File: src/design/tbas_pkg.sv
package tbas_pkg;
   // first byte of a 10-bit address: 11110 a9 a8 rw
   localparam logic [4:0] TEN_BIT_PREFIX = 5'h1e;
   localparam int ADDR_W = 10;
   localparam int BYTE_W = 8;
   localparam int BIT_CNT_W = 4;
   localparam logic [3:0] ACK_SLOT = 4'h8;
   localparam logic [9:0] OWN_ADDR_RST = 10'h002;
   typedef enum logic [2:0] {
      TBAS_IDLE = 3'b000,
      TBAS_HI   = 3'b001,
      TBAS_LO   = 3'b011,
      TBAS_DATA = 3'b010,
      TBAS_RD   = 3'b110,
      TBAS_SKIP = 3'b111
   } tbas_state_e;
endpackage

File: src/design/tbas_slave.sv
`timescale 1ns/1ps
`default_nettype none
module tbas_slave #(
   parameter int ADDR_W = tbas_pkg::ADDR_W
) (
   input wire logic i_clk,
   input wire logic i_rst,
   input wire logic i_enable,
   input wire logic [ADDR_W-1:0] i_own_addr,
   input wire logic i_scl,
   input wire logic i_sda,
   input wire logic i_rx_read,
   input wire logic i_acknowledge_status_bit_clear,
   input wire logic [7:0] i_tx_data,
   output logic o_sda_out,
   output logic o_sda_oe_n,
   output logic [7:0] o_receive_holding_register,
   output logic o_receive_full_flag,
   output logic o_acknowledge_status_bit,
   output logic o_addressed,
   output logic o_port_scl,
   output logic o_port_sda
);
   tbas_pkg::tbas_state_e state, next_state;
   logic scl_q, sda_q, next_scl_q, next_sda_q;
   logic [7:0] shreg, next_shreg, tx_sh, next_tx_sh;
   logic [3:0] bit_cnt, next_bit_cnt;
   logic ack_phase, next_ack_phase;
   logic [7:0] rcv, next_rcv;
   logic receive_full_flag, next_rbf, acknowledge_status_bit, next_acknowledge_status_bit;
   logic sda_drv, next_sda_drv, addressed, next_addressed;
   logic sda_oe_n, next_sda_oe_n;
   logic hdr_match, lo_match;
   logic pscl, psda, next_pscl, next_psda;
   logic scl_rise, scl_fall, start_c, stop_c;
   logic [7:0] byte_in;

   // edges come from the previous sample; the pins already sit in this clock domain
   assign scl_rise = i_scl & ~scl_q;
   assign scl_fall = ~i_scl & scl_q;
   // start and stop want scl high on both samples, so an sda move beside an scl edge is ignored
   assign start_c = i_scl & scl_q & sda_q & ~i_sda;
   assign stop_c = i_scl & scl_q & ~sda_q & i_sda;
   assign byte_in = {shreg[6:0], i_sda};
   assign hdr_match = shreg[7:3] == tbas_pkg::TEN_BIT_PREFIX && shreg[2:1] == i_own_addr[9:8];
   assign lo_match = shreg == i_own_addr[7:0];

   always_comb begin
      next_scl_q = i_scl;
      next_sda_q = i_sda;
      next_state = state;
      next_shreg = shreg;
      next_tx_sh = tx_sh;
      next_bit_cnt = bit_cnt;
      next_ack_phase = ack_phase;
      next_rcv = rcv;
      next_rbf = receive_full_flag;
      next_acknowledge_status_bit = acknowledge_status_bit;
      next_sda_drv = sda_drv;
      next_addressed = addressed;
      // real pin levels always, even with the controller enabled
      next_pscl = i_scl;
      next_psda = i_sda;
      // software clears first, so a set later in this process wins the same cycle
      if (i_rx_read) begin
         next_rbf = 1'b0;
      end
      if (i_acknowledge_status_bit_clear) begin
         next_acknowledge_status_bit = 1'b0;
      end
      // disable lets go of the bus at once; the flags stay for software
      if (!i_enable) begin
         next_state = tbas_pkg::TBAS_IDLE;
         next_sda_drv = 1'b0;
         next_addressed = 1'b0;
      end else if (start_c) begin
         // start does not touch acknowledge status
         next_state = tbas_pkg::TBAS_HI;
         next_bit_cnt = '0;
         next_ack_phase = 1'b0;
         next_sda_drv = 1'b0;
         // a repeated start keeps the match, so the read header that follows can be answered
      end else if (stop_c) begin
         next_state = tbas_pkg::TBAS_IDLE;
         next_sda_drv = 1'b0;
         next_addressed = 1'b0;
      end else if (state != tbas_pkg::TBAS_IDLE && scl_rise) begin
         if (ack_phase) begin
            if (state == tbas_pkg::TBAS_RD && i_sda) begin
               // master nack: set wins over a same-cycle clear
               next_acknowledge_status_bit = 1'b1;
               next_state = tbas_pkg::TBAS_SKIP;
            end
         end else if (state == tbas_pkg::TBAS_RD) begin
            next_bit_cnt = bit_cnt + 4'h1;
         end else begin
            next_shreg = byte_in;
            next_bit_cnt = bit_cnt + 4'h1;
         end
      end else if (state != tbas_pkg::TBAS_IDLE && scl_fall) begin
         if (ack_phase) begin
            next_ack_phase = 1'b0;
            next_bit_cnt = '0;
            next_sda_drv = 1'b0;
            if (state == tbas_pkg::TBAS_RD) begin
               next_tx_sh = {i_tx_data[6:0], 1'b0};
               next_sda_drv = ~i_tx_data[7];
            end
         end else if (bit_cnt == tbas_pkg::ACK_SLOT) begin
            // the eighth falling edge opens the acknowledge slot
            next_ack_phase = 1'b1;
            next_sda_drv = 1'b0;
            unique case (state)
               tbas_pkg::TBAS_HI: begin
                  // any new header drops an earlier match, except a read of the same address
                  next_addressed = 1'b0;
                  // prefix plus top two bits; read after an earlier match
                  if (hdr_match) begin
                     if (shreg[0] && addressed) begin
                        next_state = tbas_pkg::TBAS_RD;
                        next_addressed = 1'b1;
                     end else if (!shreg[0]) begin
                        next_state = tbas_pkg::TBAS_LO;
                     end else begin
                        next_state = tbas_pkg::TBAS_SKIP;
                     end
                     next_sda_drv = ~shreg[0] | addressed;
                  end else begin
                     next_state = tbas_pkg::TBAS_SKIP;
                  end
               end
               tbas_pkg::TBAS_LO: begin
                  if (lo_match) begin
                     next_sda_drv = 1'b1;
                     // no reserved-pattern exceptions: any match loads
                     next_rcv = shreg;
                     next_rbf = 1'b1;
                     next_addressed = 1'b1;
                     next_state = tbas_pkg::TBAS_DATA;
                  end else begin
                     next_state = tbas_pkg::TBAS_SKIP;
                  end
               end
               tbas_pkg::TBAS_DATA: begin
                  next_rcv = shreg;
                  next_rbf = 1'b1;
                  next_sda_drv = 1'b1;
               end
               tbas_pkg::TBAS_RD, tbas_pkg::TBAS_SKIP: begin
               end
               default: begin
                  next_state = tbas_pkg::TBAS_IDLE;
               end
            endcase
         end else if (state == tbas_pkg::TBAS_RD) begin
            // open drain: only pull low, wire-AND with any other talker
            next_sda_drv = ~tx_sh[7];
            next_tx_sh = {tx_sh[6:0], 1'b0};
         end
      end
      // the pin enable gets a flop of its own, so no gate sits between register and pin
      next_sda_oe_n = ~next_sda_drv;
   end

   // one register stage for all state; reset leaves the bus released
   always_ff @(posedge i_clk) begin
      if (i_rst) begin
         state <= tbas_pkg::TBAS_IDLE;
         scl_q <= 1'b1;
         sda_q <= 1'b1;
         shreg <= '0;
         tx_sh <= '0;
         bit_cnt <= '0;
         ack_phase <= 1'b0;
         rcv <= '0;
         receive_full_flag <= 1'b0;
         acknowledge_status_bit <= 1'b0;
         sda_drv <= 1'b0;
         sda_oe_n <= 1'b1;
         addressed <= 1'b0;
         pscl <= 1'b1;
         psda <= 1'b1;
      end else begin
         state <= next_state;
         scl_q <= next_scl_q;
         sda_q <= next_sda_q;
         shreg <= next_shreg;
         tx_sh <= next_tx_sh;
         bit_cnt <= next_bit_cnt;
         ack_phase <= next_ack_phase;
         rcv <= next_rcv;
         receive_full_flag <= next_rbf;
         acknowledge_status_bit <= next_acknowledge_status_bit;
         sda_drv <= next_sda_drv;
         sda_oe_n <= next_sda_oe_n;
         addressed <= next_addressed;
         pscl <= next_pscl;
         psda <= next_psda;
      end
   end

   // open drain: the data value is always low, only the enable moves
   assign o_sda_out = 1'b0;
   assign o_sda_oe_n = sda_oe_n;
   assign o_receive_holding_register = rcv;
   assign o_receive_full_flag = receive_full_flag;
   assign o_acknowledge_status_bit = acknowledge_status_bit;
   assign o_addressed = addressed;
   assign o_port_scl = pscl;
   assign o_port_sda = psda;
endmodule
`default_nettype wire

File: config.mk
export PLATFORM = sky130hd
export DESIGN_NAME = tbas_slave
export DESIGN_NICKNAME = d
export VERILOG_FILES = /design/src/design/tbas_pkg.sv /design/src/design/tbas_slave.sv
export SDC_FILE = /design/constraint.sdc
export NUM_CORES = 1
export LEC_CHECK = 0
export BUFFER_PORTS_ARGS = -buffer_cell sky130_fd_sc_hd__buf_2
export CAP_MARGIN = 5
export CELL_PAD_IN_SITES_DETAIL_PLACEMENT = 0
export CELL_PAD_IN_SITES_GLOBAL_PLACEMENT = 2
export CORE_UTILIZATION = 32
export CTS_CLUSTER_DIAMETER = 40
export CTS_CLUSTER_SIZE = 14
export DETAILED_ROUTE_END_ITERATION = 8
export HOLD_SLACK_MARGIN = 0.15
export PLACE_DENSITY_LB_ADDON = 0.1
export RECOVER_POWER = 50
export SLEW_MARGIN = 20
export SYNTH_ARGS = -nofsm -noshare
export SYNTH_HDL_FRONTEND = slang
export SYNTH_SLANG_ARGS = --single-unit
File: constraint.sdc
create_clock -name i_clk -period 2.6 [get_ports i_clk]
set_clock_uncertainty 0.2 [all_clocks]
set_input_delay 0.26 -clock i_clk [delete_from_list [all_inputs] [get_ports i_clk]]
set_output_delay 0.26 -clock i_clk [all_outputs]
set_load 0.05 [all_outputs]
==> results_dict.tcl, run 1 <==
set metrics [dict create \
    outcome "complete, no violations" \
    synth_enable_flop_cells 0 \
    diodes 0 \
    drt_iter0_markers 78 \
    ir_drop_v 0.000227 \
    post_cts.repair.setup_buffers 0 \
    cp_top_family "simple AND/OR/NAND/NOR gates" \
    fin_nets 313 \
    die_w_um 82.3 \
    slew_headroom 0.528 \
    synth-seq-cells 38 \
    start_util 0.340 \
    ios 40 \
    drive_gt1_frac 0.168 \
    max_freq_ghz 0.409 \
    port_buffers 38 \
    antenna_left 0 \
    cp-end-kind "register" \
    yosysTopAreaCell "dfxtp_1" \
    cts.sinks 38 \
    overflow 0 \
    slowest_delay_ns 0.75 \
    insertion_delay_ns 0.29 \
    antenna_found_initial 0 \
    synth_top_area_frac 0.369 \
    wl_per_cell_um 14.7 \
    wirelength_mm 5.32 \
    top_layer "met4" \
    p_per_area_nw_per_um2 434 \
    grt.total_usage 0.169 \
    dp_hpwl_mm 3.84 \
    cp_cell_sequence "dlygate4sd3_1 -> buf_2 -> nand2b_1 -> or2_4 -> or4_1 -> mux2i_1 -> nor2_1" \
    synth_area_um2 2060 \
    vias 1893 \
    hold_class "primary input to register" \
    setup_viol 0 \
    syn-num-nets 265 \
    final_core_utilization 0.412 \
    grt_pass1_vias 1777 \
    critPathArrivalTime_ns 2.40 \
    syn_area_per_cell_um2 8.66 \
    ys_warn_count 0 \
    std_cell_rows 28 \
    cp-start-kind "primary input" \
    path_clk_slew_ns 0.08 \
    power.leakage_nw 0.897 \
    wl_met3_um 169 \
    met1_length_mm 2.69 \
    crit_type "primary input to register" \
    drc_errors 0 \
    synthArstFlopShare 0 \
    core_um2 6060 \
    wl_met2_mm 2.38 \
    grt_start_max_net_pins 37 \
    first_pass_iters 4 \
    die_h_um 82.3 \
    synthCells 238 \
    cts_buffers 5 \
    root_buffer "clkbuf_8" \
    cts_tree "yes" \
    min_period_ns 2.45 \
    slowest_stage "or4_1" \
    ctsHtreeMaxLevel 2 \
    ys_seq_area_frac 0.369 \
    cap_violations 0 \
    finalHoldViolCount 0 \
    grt_pass1_wl_mm 8.57 \
    drv_slew 0 \
    worst_slew_pin_slew_ns 0.708 \
    fin_crit_sh 0.941 \
    rsz0062_at_grt "no" \
    tns_ns 0 \
    synth_area_leaders "dfxtp_1 (37%), mux2i_1 (7.3%), a21oi_1 (5.1%)" \
    die_area_um2 6770 \
    synth_ff_type "dfxtp_1" \
    worstPathRequired_ns 2.55 \
    synth.distinct_cells 51 \
    syn_to_final_growth_pct 21.2 \
    gp_congestion 0.814 \
    crit_buf_inv 2 \
    crit_fanout 13 \
    routed_via_density 5.24 \
    clock_path_buffers 2 \
]
## flip-flops by register name, indices dropped and copies added, names as in the netlist
signal                      flops
ack_phase                       1
o_sda_oe_n                      1
o_addressed                     1
shreg                           8
sda_drv                         1
bit_cnt                         4
tx_sh                           7
o_port_scl                      1
o_port_sda                      1
o_receive_holding_register      8
state                           3
o_receive_full_flag             1
o_acknowledge_status_bit        1
## logic make-up after synthesis
kind of cell / count (synthesis) / synth area share
other: 1 / 0.00182
buffers and inverters: 26 / 0.0553
muxes: 15 / 0.0729
adders and majority gates: 2 / 0.0121
DFF: 38 / 0.369
AOI/OAI and AO/OA: 62 / 0.203
xor gates and xnor gates: 12 / 0.0510
and+or+nand+nor: 82 / 0.234
## path summary, 6_finish.rpt
kind	start	end	slack, ns	cells after the start
max reg2reg	state[1]$_SDFFE_PP0P_	shreg[2]$_SDFFE_PP0P_	0.25	5
min	i_enable	state[0]$_SDFFE_PP0P_	0.17	4
max	i_scl	shreg[2]$_SDFFE_PP0P_	0.15	7
min reg2reg	o_receive_holding_register[6]$_SDFFE_PP0P_	o_receive_holding_register[6]$_SDFFE_PP0P_	0.27	2
## placed cells by master (no fill, tap or decap), types with 4 or more instances in the layout
master,synthesis,final
a211oi_1,7,7
clkbuf_1,9,16
buf_4,3,6
xnor2_1,10,10
buf_2,4,24
mux2i_1,15,15
nor2_1,19,19
a21oi_1,21,21
nor3_1,5,5
dlygate4sd3_1,0,11
a31oi_1,4,4
nand4_1,11,11
nand2_1,8,8
nand3_1,4,4
nand2b_1,6,6
inv_1,10,10
o21ai_0,7,7
nand3b_1,6,6
or2_2,4,4
o31ai_1,8,8
dfxtp_1,38,38
clkbuf_8,0,5
## repair_timing
item                                    CTS  global route
endpoints found under the setup margin    0             4
gates resized for setup                   0             1
hold buffers                             11             0
endpoints found under the hold margin    12             0
## worst reg2reg max path: stages (launching register included)
cell and delay, ns:
dfxtp_1 0.54, nor3_4 0.11, or2_4 0.34, or4_1 0.75, mux2i_1 0.23, nor2_1 0.05
## cells in the mapped netlist (3+ instances only)
cell type  count
buf_2          4
nand2b_1       6
a31oi_1        4
nand3_1        4
dfxtp_1       38
buf_4          3
o21ai_0        7
nand2_1        8
mux2i_1       15
a311oi_1       3
nor3_1         5
clkbuf_1       9
nand4_1       11
a21oi_1       21
o31ai_1        8
or2_2          4
a211oi_1       7
inv_1         10
xnor2_1       10
nor2_1        19
nand3b_1       6
## report_power, final
part / leakage (nW) / total, mW / switching (mW) / internal (mW)
Sequential: 0.307 / 0.589 / 0.00496 / 0.584
Clock: 0.0438 / 0.392 / 0.212 / 0.180
Combinational: 0.547 / 0.104 / 0.0573 / 0.0462
Total: 0.897 / 1.08 / 0.274 / 0.811
## per-stage QoR
stage	setup slack, ns	power [mW]	hold slack (ns)	cells	area (um2)
finish	0.154	1.08	0.174	361	2500
detailed placement	0.259	0.696	0.259	343	2330
global route	0.0176	1.13	0.168	361	2500
floorplan	0.366	0.658	0.164	238	2060
global placement	0.273	0.698	0.254	343	2330
CTS	0.117	1.10	0.156	361	2520
## final cells by class
type / instances / area (um2)
flip-flops and latches: 38 / 761
repair buffers: 57 / 335
fillers: 658 / 3560
well taps: 75 / 93.8
clock inverters: 2 / 10.0
multi-input cells: 174 / 1190
clock buffers: 5 / 68.8
inverters: 10 / 37.5
## routing by layer
metal / global-route usage / vias to the layer above
met5: 0 / -
met4: 0.0596 / 0
met3: 0.0297 / 7
met2: 0.269 / 34
met1: 0.229 / 885
li1: - / 967
(Power assumes the default switching activity.)
==> run 2, diff against run 1 <==
- SETUP_SLACK_MARGIN: default -> 0.2
==> results_dict.tcl, run 2 (synthesized netlist as in run 1, its figures left out) <==
set metrics [dict create \
    cp_cell_sequence "dlygate4sd3_1 -> buf_2 -> xnor2_1 -> o21ai_0 -> clkbuf_1 -> a311oi_2 -> a41oi_1 -> a311oi_1" \
    ctsHtreeMaxLevel 2 \
    root_buffer "clkbuf_8" \
    std_cell_rows 28 \
    vias 1894 \
    grt_start_max_net_pins 37 \
    die_area_um2 6770 \
    core_um2 6060 \
    max_freq_ghz 0.443 \
    wirelength_mm 5.34 \
    fin_nets 314 \
    final_common_cell "dfxtp_1" \
    finalHoldViolCount 0 \
    grt.total_usage 0.170 \
    p_int_mw 0.811 \
    hold_class "primary input to register" \
    antenna_left 0 \
    crit_fanout 7 \
    path_clk_slew_ns 0.07 \
    worst_slew_pin_slew_ns 0.687 \
    cts_tree "yes" \
    worstPathRequired_ns 2.59 \
    combinationalPowerShare 0.096 \
    die_h_um 82.3 \
    layout_common_cells "dfxtp_1 (38), buf_2 (23), a21oi_1 (21)" \
    rsz0062_at_grt "no" \
    antenna_found_initial 0 \
    outcome "complete, no violations" \
    cp-start-kind "primary input" \
    cap_violations 0 \
    drt_iter0_markers 69 \
    cts_buffers 5 \
    p_per_area_nw_per_um2 433 \
    routed_via_density 5.23 \
    wl_per_cell_um 14.7 \
    total_power_mw 1.09 \
    p_seq_frac 0.542 \
    netSwitchingFraction 0.254 \
    start_util 0.340 \
    drc_errors 0 \
    fin_crit_sh 0.869 \
    min_period_ns 2.26 \
    tns_ns 0 \
    slowest_delay_ns 0.52 \
    cp-end-kind "register" \
    port_buffers 38 \
    first_pass_iters 4 \
    clock_path_buffers 2 \
    drive_gt1_frac 0.171 \
    grt_pass1_wl_mm 8.61 \
    grt_pass1_vias 1787 \
    dp_hpwl_mm 3.84 \
    switching_power_mw 0.276 \
    diodes 0 \
    die_w_um 82.3 \
    ios 40 \
    overflow 0 \
    crit_type "primary input to register" \
    p_clk_frac 0.362 \
    slew_headroom 0.542 \
    power.leakage_nw 0.906 \
    gp_congestion 0.814 \
    ir_drop_v 0.000229 \
    drv_slew 0 \
    critPathArrivalTime_ns 2.25 \
    setup_viol 0 \
    cts.sinks 38 \
    syn_to_final_growth_pct 21.8 \
    slowest_stage "dlygate4sd3_1" \
    insertion_delay_ns 0.29 \
]
[run 2: per-layer routing]
layer / track usage / share of wire
met5: 0 / 0
met4: 0.0596 / 0.0084
met3: 0.0297 / 0.029
met2: 0.271 / 0.46
met1: 0.229 / 0.51
[run 2: worst max-delay path: cells and delay by family]
| kind | cells | cell delay (ns) |
|---|---|---|
| xor+xnor | 1 | 0.15 |
| compound gates | 4 | 0.93 |
| buf+inv | 3 | 0.91 |
[run 2: final cells by class]
class	instances	area [um2]
fillers	660	3550
well taps	75	93.8
clock buffers	5	68.8
flip-flops and latches	38	761
multi-input cells	174	1190
clock inverters	2	10.0
inverters	10	37.5
repair buffers	58	345
[run 2: worst paths after layout]
| check | slack (ns) | to | from | depth (start not counted) |
|---|---|---|---|---|
| max | 0.34 | bit_cnt[3]$_SDFFE_PP0P_ | i_sda | 8 |
| min | 0.17 | state[0]$_SDFFE_PP0P_ | i_enable | 4 |
| max reg2reg | 0.42 | shreg[2]$_SDFFE_PP0P_ | state[1]$_SDFFE_PP0P_ | 5 |
| min reg2reg | 0.27 | o_receive_holding_register[6]$_SDFFE_PP0P_ | o_receive_holding_register[6]$_SDFFE_PP0P_ | 2 |
[run 2: power groups by stage]
| stage | Combinational [mW] | Clock [mW] | Sequential, mW |
|---|---|---|---|
| 2_1_floorplan | 0.0510 | 0 | 0.607 |
| 3_3_place_gp | 0.0951 | 0 | 0.602 |
| 3_5_place_dp | 0.0934 | 0 | 0.603 |
| 4_1_cts | 0.106 | 0.410 | 0.589 |
| 5_1_grt | 0.114 | 0.423 | 0.590 |
| 6_report | 0.104 | 0.394 | 0.589 |
[run 2: repair_timing]
action,CTS,global route
hold buffers,11,0
endpoints found under the hold margin,12,0
setup endpoints to repair,0,10
setup buffers,0,1
gates resized for setup,0,2
[run 2: stage by stage]
stage	instance area [um2]	std cells	setup WS, ns	hold slack [ns]	utilization
finish	2510	362	0.341	0.170	0.414
CTS	2520	361	0.235	0.156	0.415
floorplan	2060	238	0.366	0.164	-
detailed placement	2330	343	0.259	0.259	0.384
global placement	2330	343	0.273	0.254	0.384
global route	2510	362	0.286	0.163	0.414
==> run 3, diff against run 2 <==
- clock period: 2.6 -> 2.56 ns (I/O delays scaled with it)
==> results_dict.tcl, run 3 (synthesized netlist as in run 1, its figures left out) <==
set metrics [dict create \
    final_common_cell "dfxtp_1" \
    worst_slew_pin_slew_ns 0.704 \
    cp_cell_sequence "nor3_4 -> nor2_1 -> xnor2_1 -> and2_0 -> a2111oi_1" \
    grt.total_usage 0.173 \
    diodes 0 \
    wl_met2_mm 2.42 \
    layout_common_cells "dfxtp_1 (38), buf_2 (22), a21oi_1 (21)" \
    clock_path_buffers 2 \
    reg2reg_depth 5 \
    finalHoldViolCount 0 \
    vias 1877 \
    top_layer "met4" \
    gp_congestion 0.795 \
    p_per_area_nw_per_um2 440 \
    ios 40 \
    wirelength_mm 5.39 \
    cp-start-kind "register" \
    setup_viol 0 \
    slew_headroom 0.531 \
    core_um2 6060 \
    antenna_found_initial 0 \
    fin_crit_sh 0.845 \
    port_buffers 38 \
    total_power_mw 1.12 \
    slowest_delay_ns 0.48 \
    first_pass_iters 4 \
    std_cell_rows 28 \
    insertion_delay_ns 0.28 \
    hold_path_depth 4 \
    outcome "complete, no violations" \
    grt_start_max_net_pins 37 \
    drc_errors 0 \
    pre_cts_ws_ns 0.246 \
    fin_nets 317 \
    dp_hpwl_mm 3.94 \
    cts.sinks 38 \
    grt_pass1_vias 1745 \
    die_h_um 82.3 \
    cts_buffers 5 \
    rsz0062_at_grt "no" \
    timing.final.ws_setup_ns 0.397 \
    overflow 0 \
    seq_area_um2 761 \
    crit_fanout 9 \
    critPathArrivalTime_ns 2.12 \
    finalInstanceArea_um2 2540 \
    power.leakage_nw 0.926 \
    worstPathRequired_ns 2.52 \
    path_clk_slew_ns 0.07 \
    hold_slack_ns 0.186 \
    drv_slew 0 \
    multiInputGateArea_um2 1190 \
    routed_via_density 5.13 \
    cp_top_family "simple AND/OR/NAND/NOR gates" \
    max_freq_ghz 0.462 \
    root_buffer "clkbuf_8" \
    crit-reg2reg-launch "state[0]$_SDFFE_PP0P_" \
    antenna_left 0 \
    crit_buf_inv 0 \
    cts_tree "yes" \
    slowest_stage "dfxtp_1" \
    crit_type "register to register" \
    die_w_um 82.3 \
    wl_met3_um 146 \
    rrSetupSlack_ns 0.40 \
    grt_pass1_wl_mm 8.78 \
    min_period_ns 2.16 \
    holdPathEnd "state[0]$_SDFFE_PP0P_" \
    wl_per_cell_um 14.7 \
    hold_class "primary input to register" \
    r2r-end "state[0]$_SDFFE_PP0P_" \
    die_area_um2 6770 \
    syn_to_final_growth_pct 23.4 \
    drive_gt1_frac 0.172 \
    postPlaceCellArea_um2 2340 \
    tns_ns 0 \
    drt_iter0_markers 69 \
    ir_drop_v 0.000264 \
    cp-end-kind "register" \
    met1_length_mm 2.78 \
    fillers 652 \
    cap_violations 0 \
    min-delay-start "i_enable" \
    ctsHtreeMaxLevel 2 \
    start_util 0.340 \
]
## run 3: cell types whose count changed in the layout (fill, tap and decap cells not counted), sizes merged
cell | previous run | this run
buf | 31 | 33
clkbuf | 21 | 24
clkinv | 2 | 1
## run 3: worst reg2reg max path: cells and delay by family, from the launching register on
| family | cells | cell delay, ns |
|---|---|---|
| and+or+nand+nor | 3 | 0.81 |
| DFF | 1 | 0.48 |
| AOI/OAI and AO/OA | 1 | 0.35 |
| xor gates and xnor gates | 1 | 0.21 |
## run 3: layout make-up
cell class / instances / area share
Clock buffer: 7 / 0.0340
Clock inverter: 1 / 0.00197
Inverter: 10 / 0.0148
Multi-Input combinational cell: 174 / 0.469
Sequential cell: 38 / 0.299
Tap cell: 75 / 0.0369
Timing Repair Buffer: 61 / 0.144
## run 3: timing repair
item	4_1_cts	5_1_grt
endpoints found under the hold margin	12	0
endpoints found under the setup margin	0	16
resized for setup	0	2
hold buffers	11	0
buffers inserted	0	2
## run 3: per-stage QoR
| step | utilization | std cells |
|---|---|---|
| 6_report | 0.419 | 366 |
| 2_1_floorplan | - | 238 |
| 4_1_cts | 0.420 | 364 |
| 3_3_place_gp | 0.387 | 345 |
| 5_1_grt | 0.419 | 366 |
| 3_5_place_dp | 0.387 | 345 |
## run 3: worst max path at each step
| stage | start | endpoint | slack, ns | cells after the start |
|---|---|---|---|---|
| floorplan | o_port_scl$_SDFF_PP1_ | bit_cnt[3]$_SDFFE_PP0P_ | 0.33 | 5 |
| global placement | state[0]$_SDFFE_PP0P_ | shreg[7]$_SDFFE_PP0P_ | 0.27 | 5 |
| detailed placement | state[0]$_SDFFE_PP0P_ | shreg[6]$_SDFFE_PP0P_ | 0.25 | 5 |
| CTS | state[0]$_SDFFE_PP0P_ | shreg[0]$_SDFFE_PP0P_ | 0.23 | 5 |
| global route | state[0]$_SDFFE_PP0P_ | state[0]$_SDFFE_PP0P_ | 0.21 | 5 |
| finish | state[0]$_SDFFE_PP0P_ | state[0]$_SDFFE_PP0P_ | 0.40 | 5 |
## run 3: power by group
part / internal [mW] / switching, mW
Sequential: 0.593 / 0.00459
Combinational: 0.0474 / 0.0585
Clock: 0.217 / 0.198
Total: 0.858 / 0.261
## run 3: routing by layer
metal,up-vias,track usage
met3,4,0.0374
met4,0,0.0421
met1,863,0.235
li1,980,-
met2,30,0.275
met5,-,0
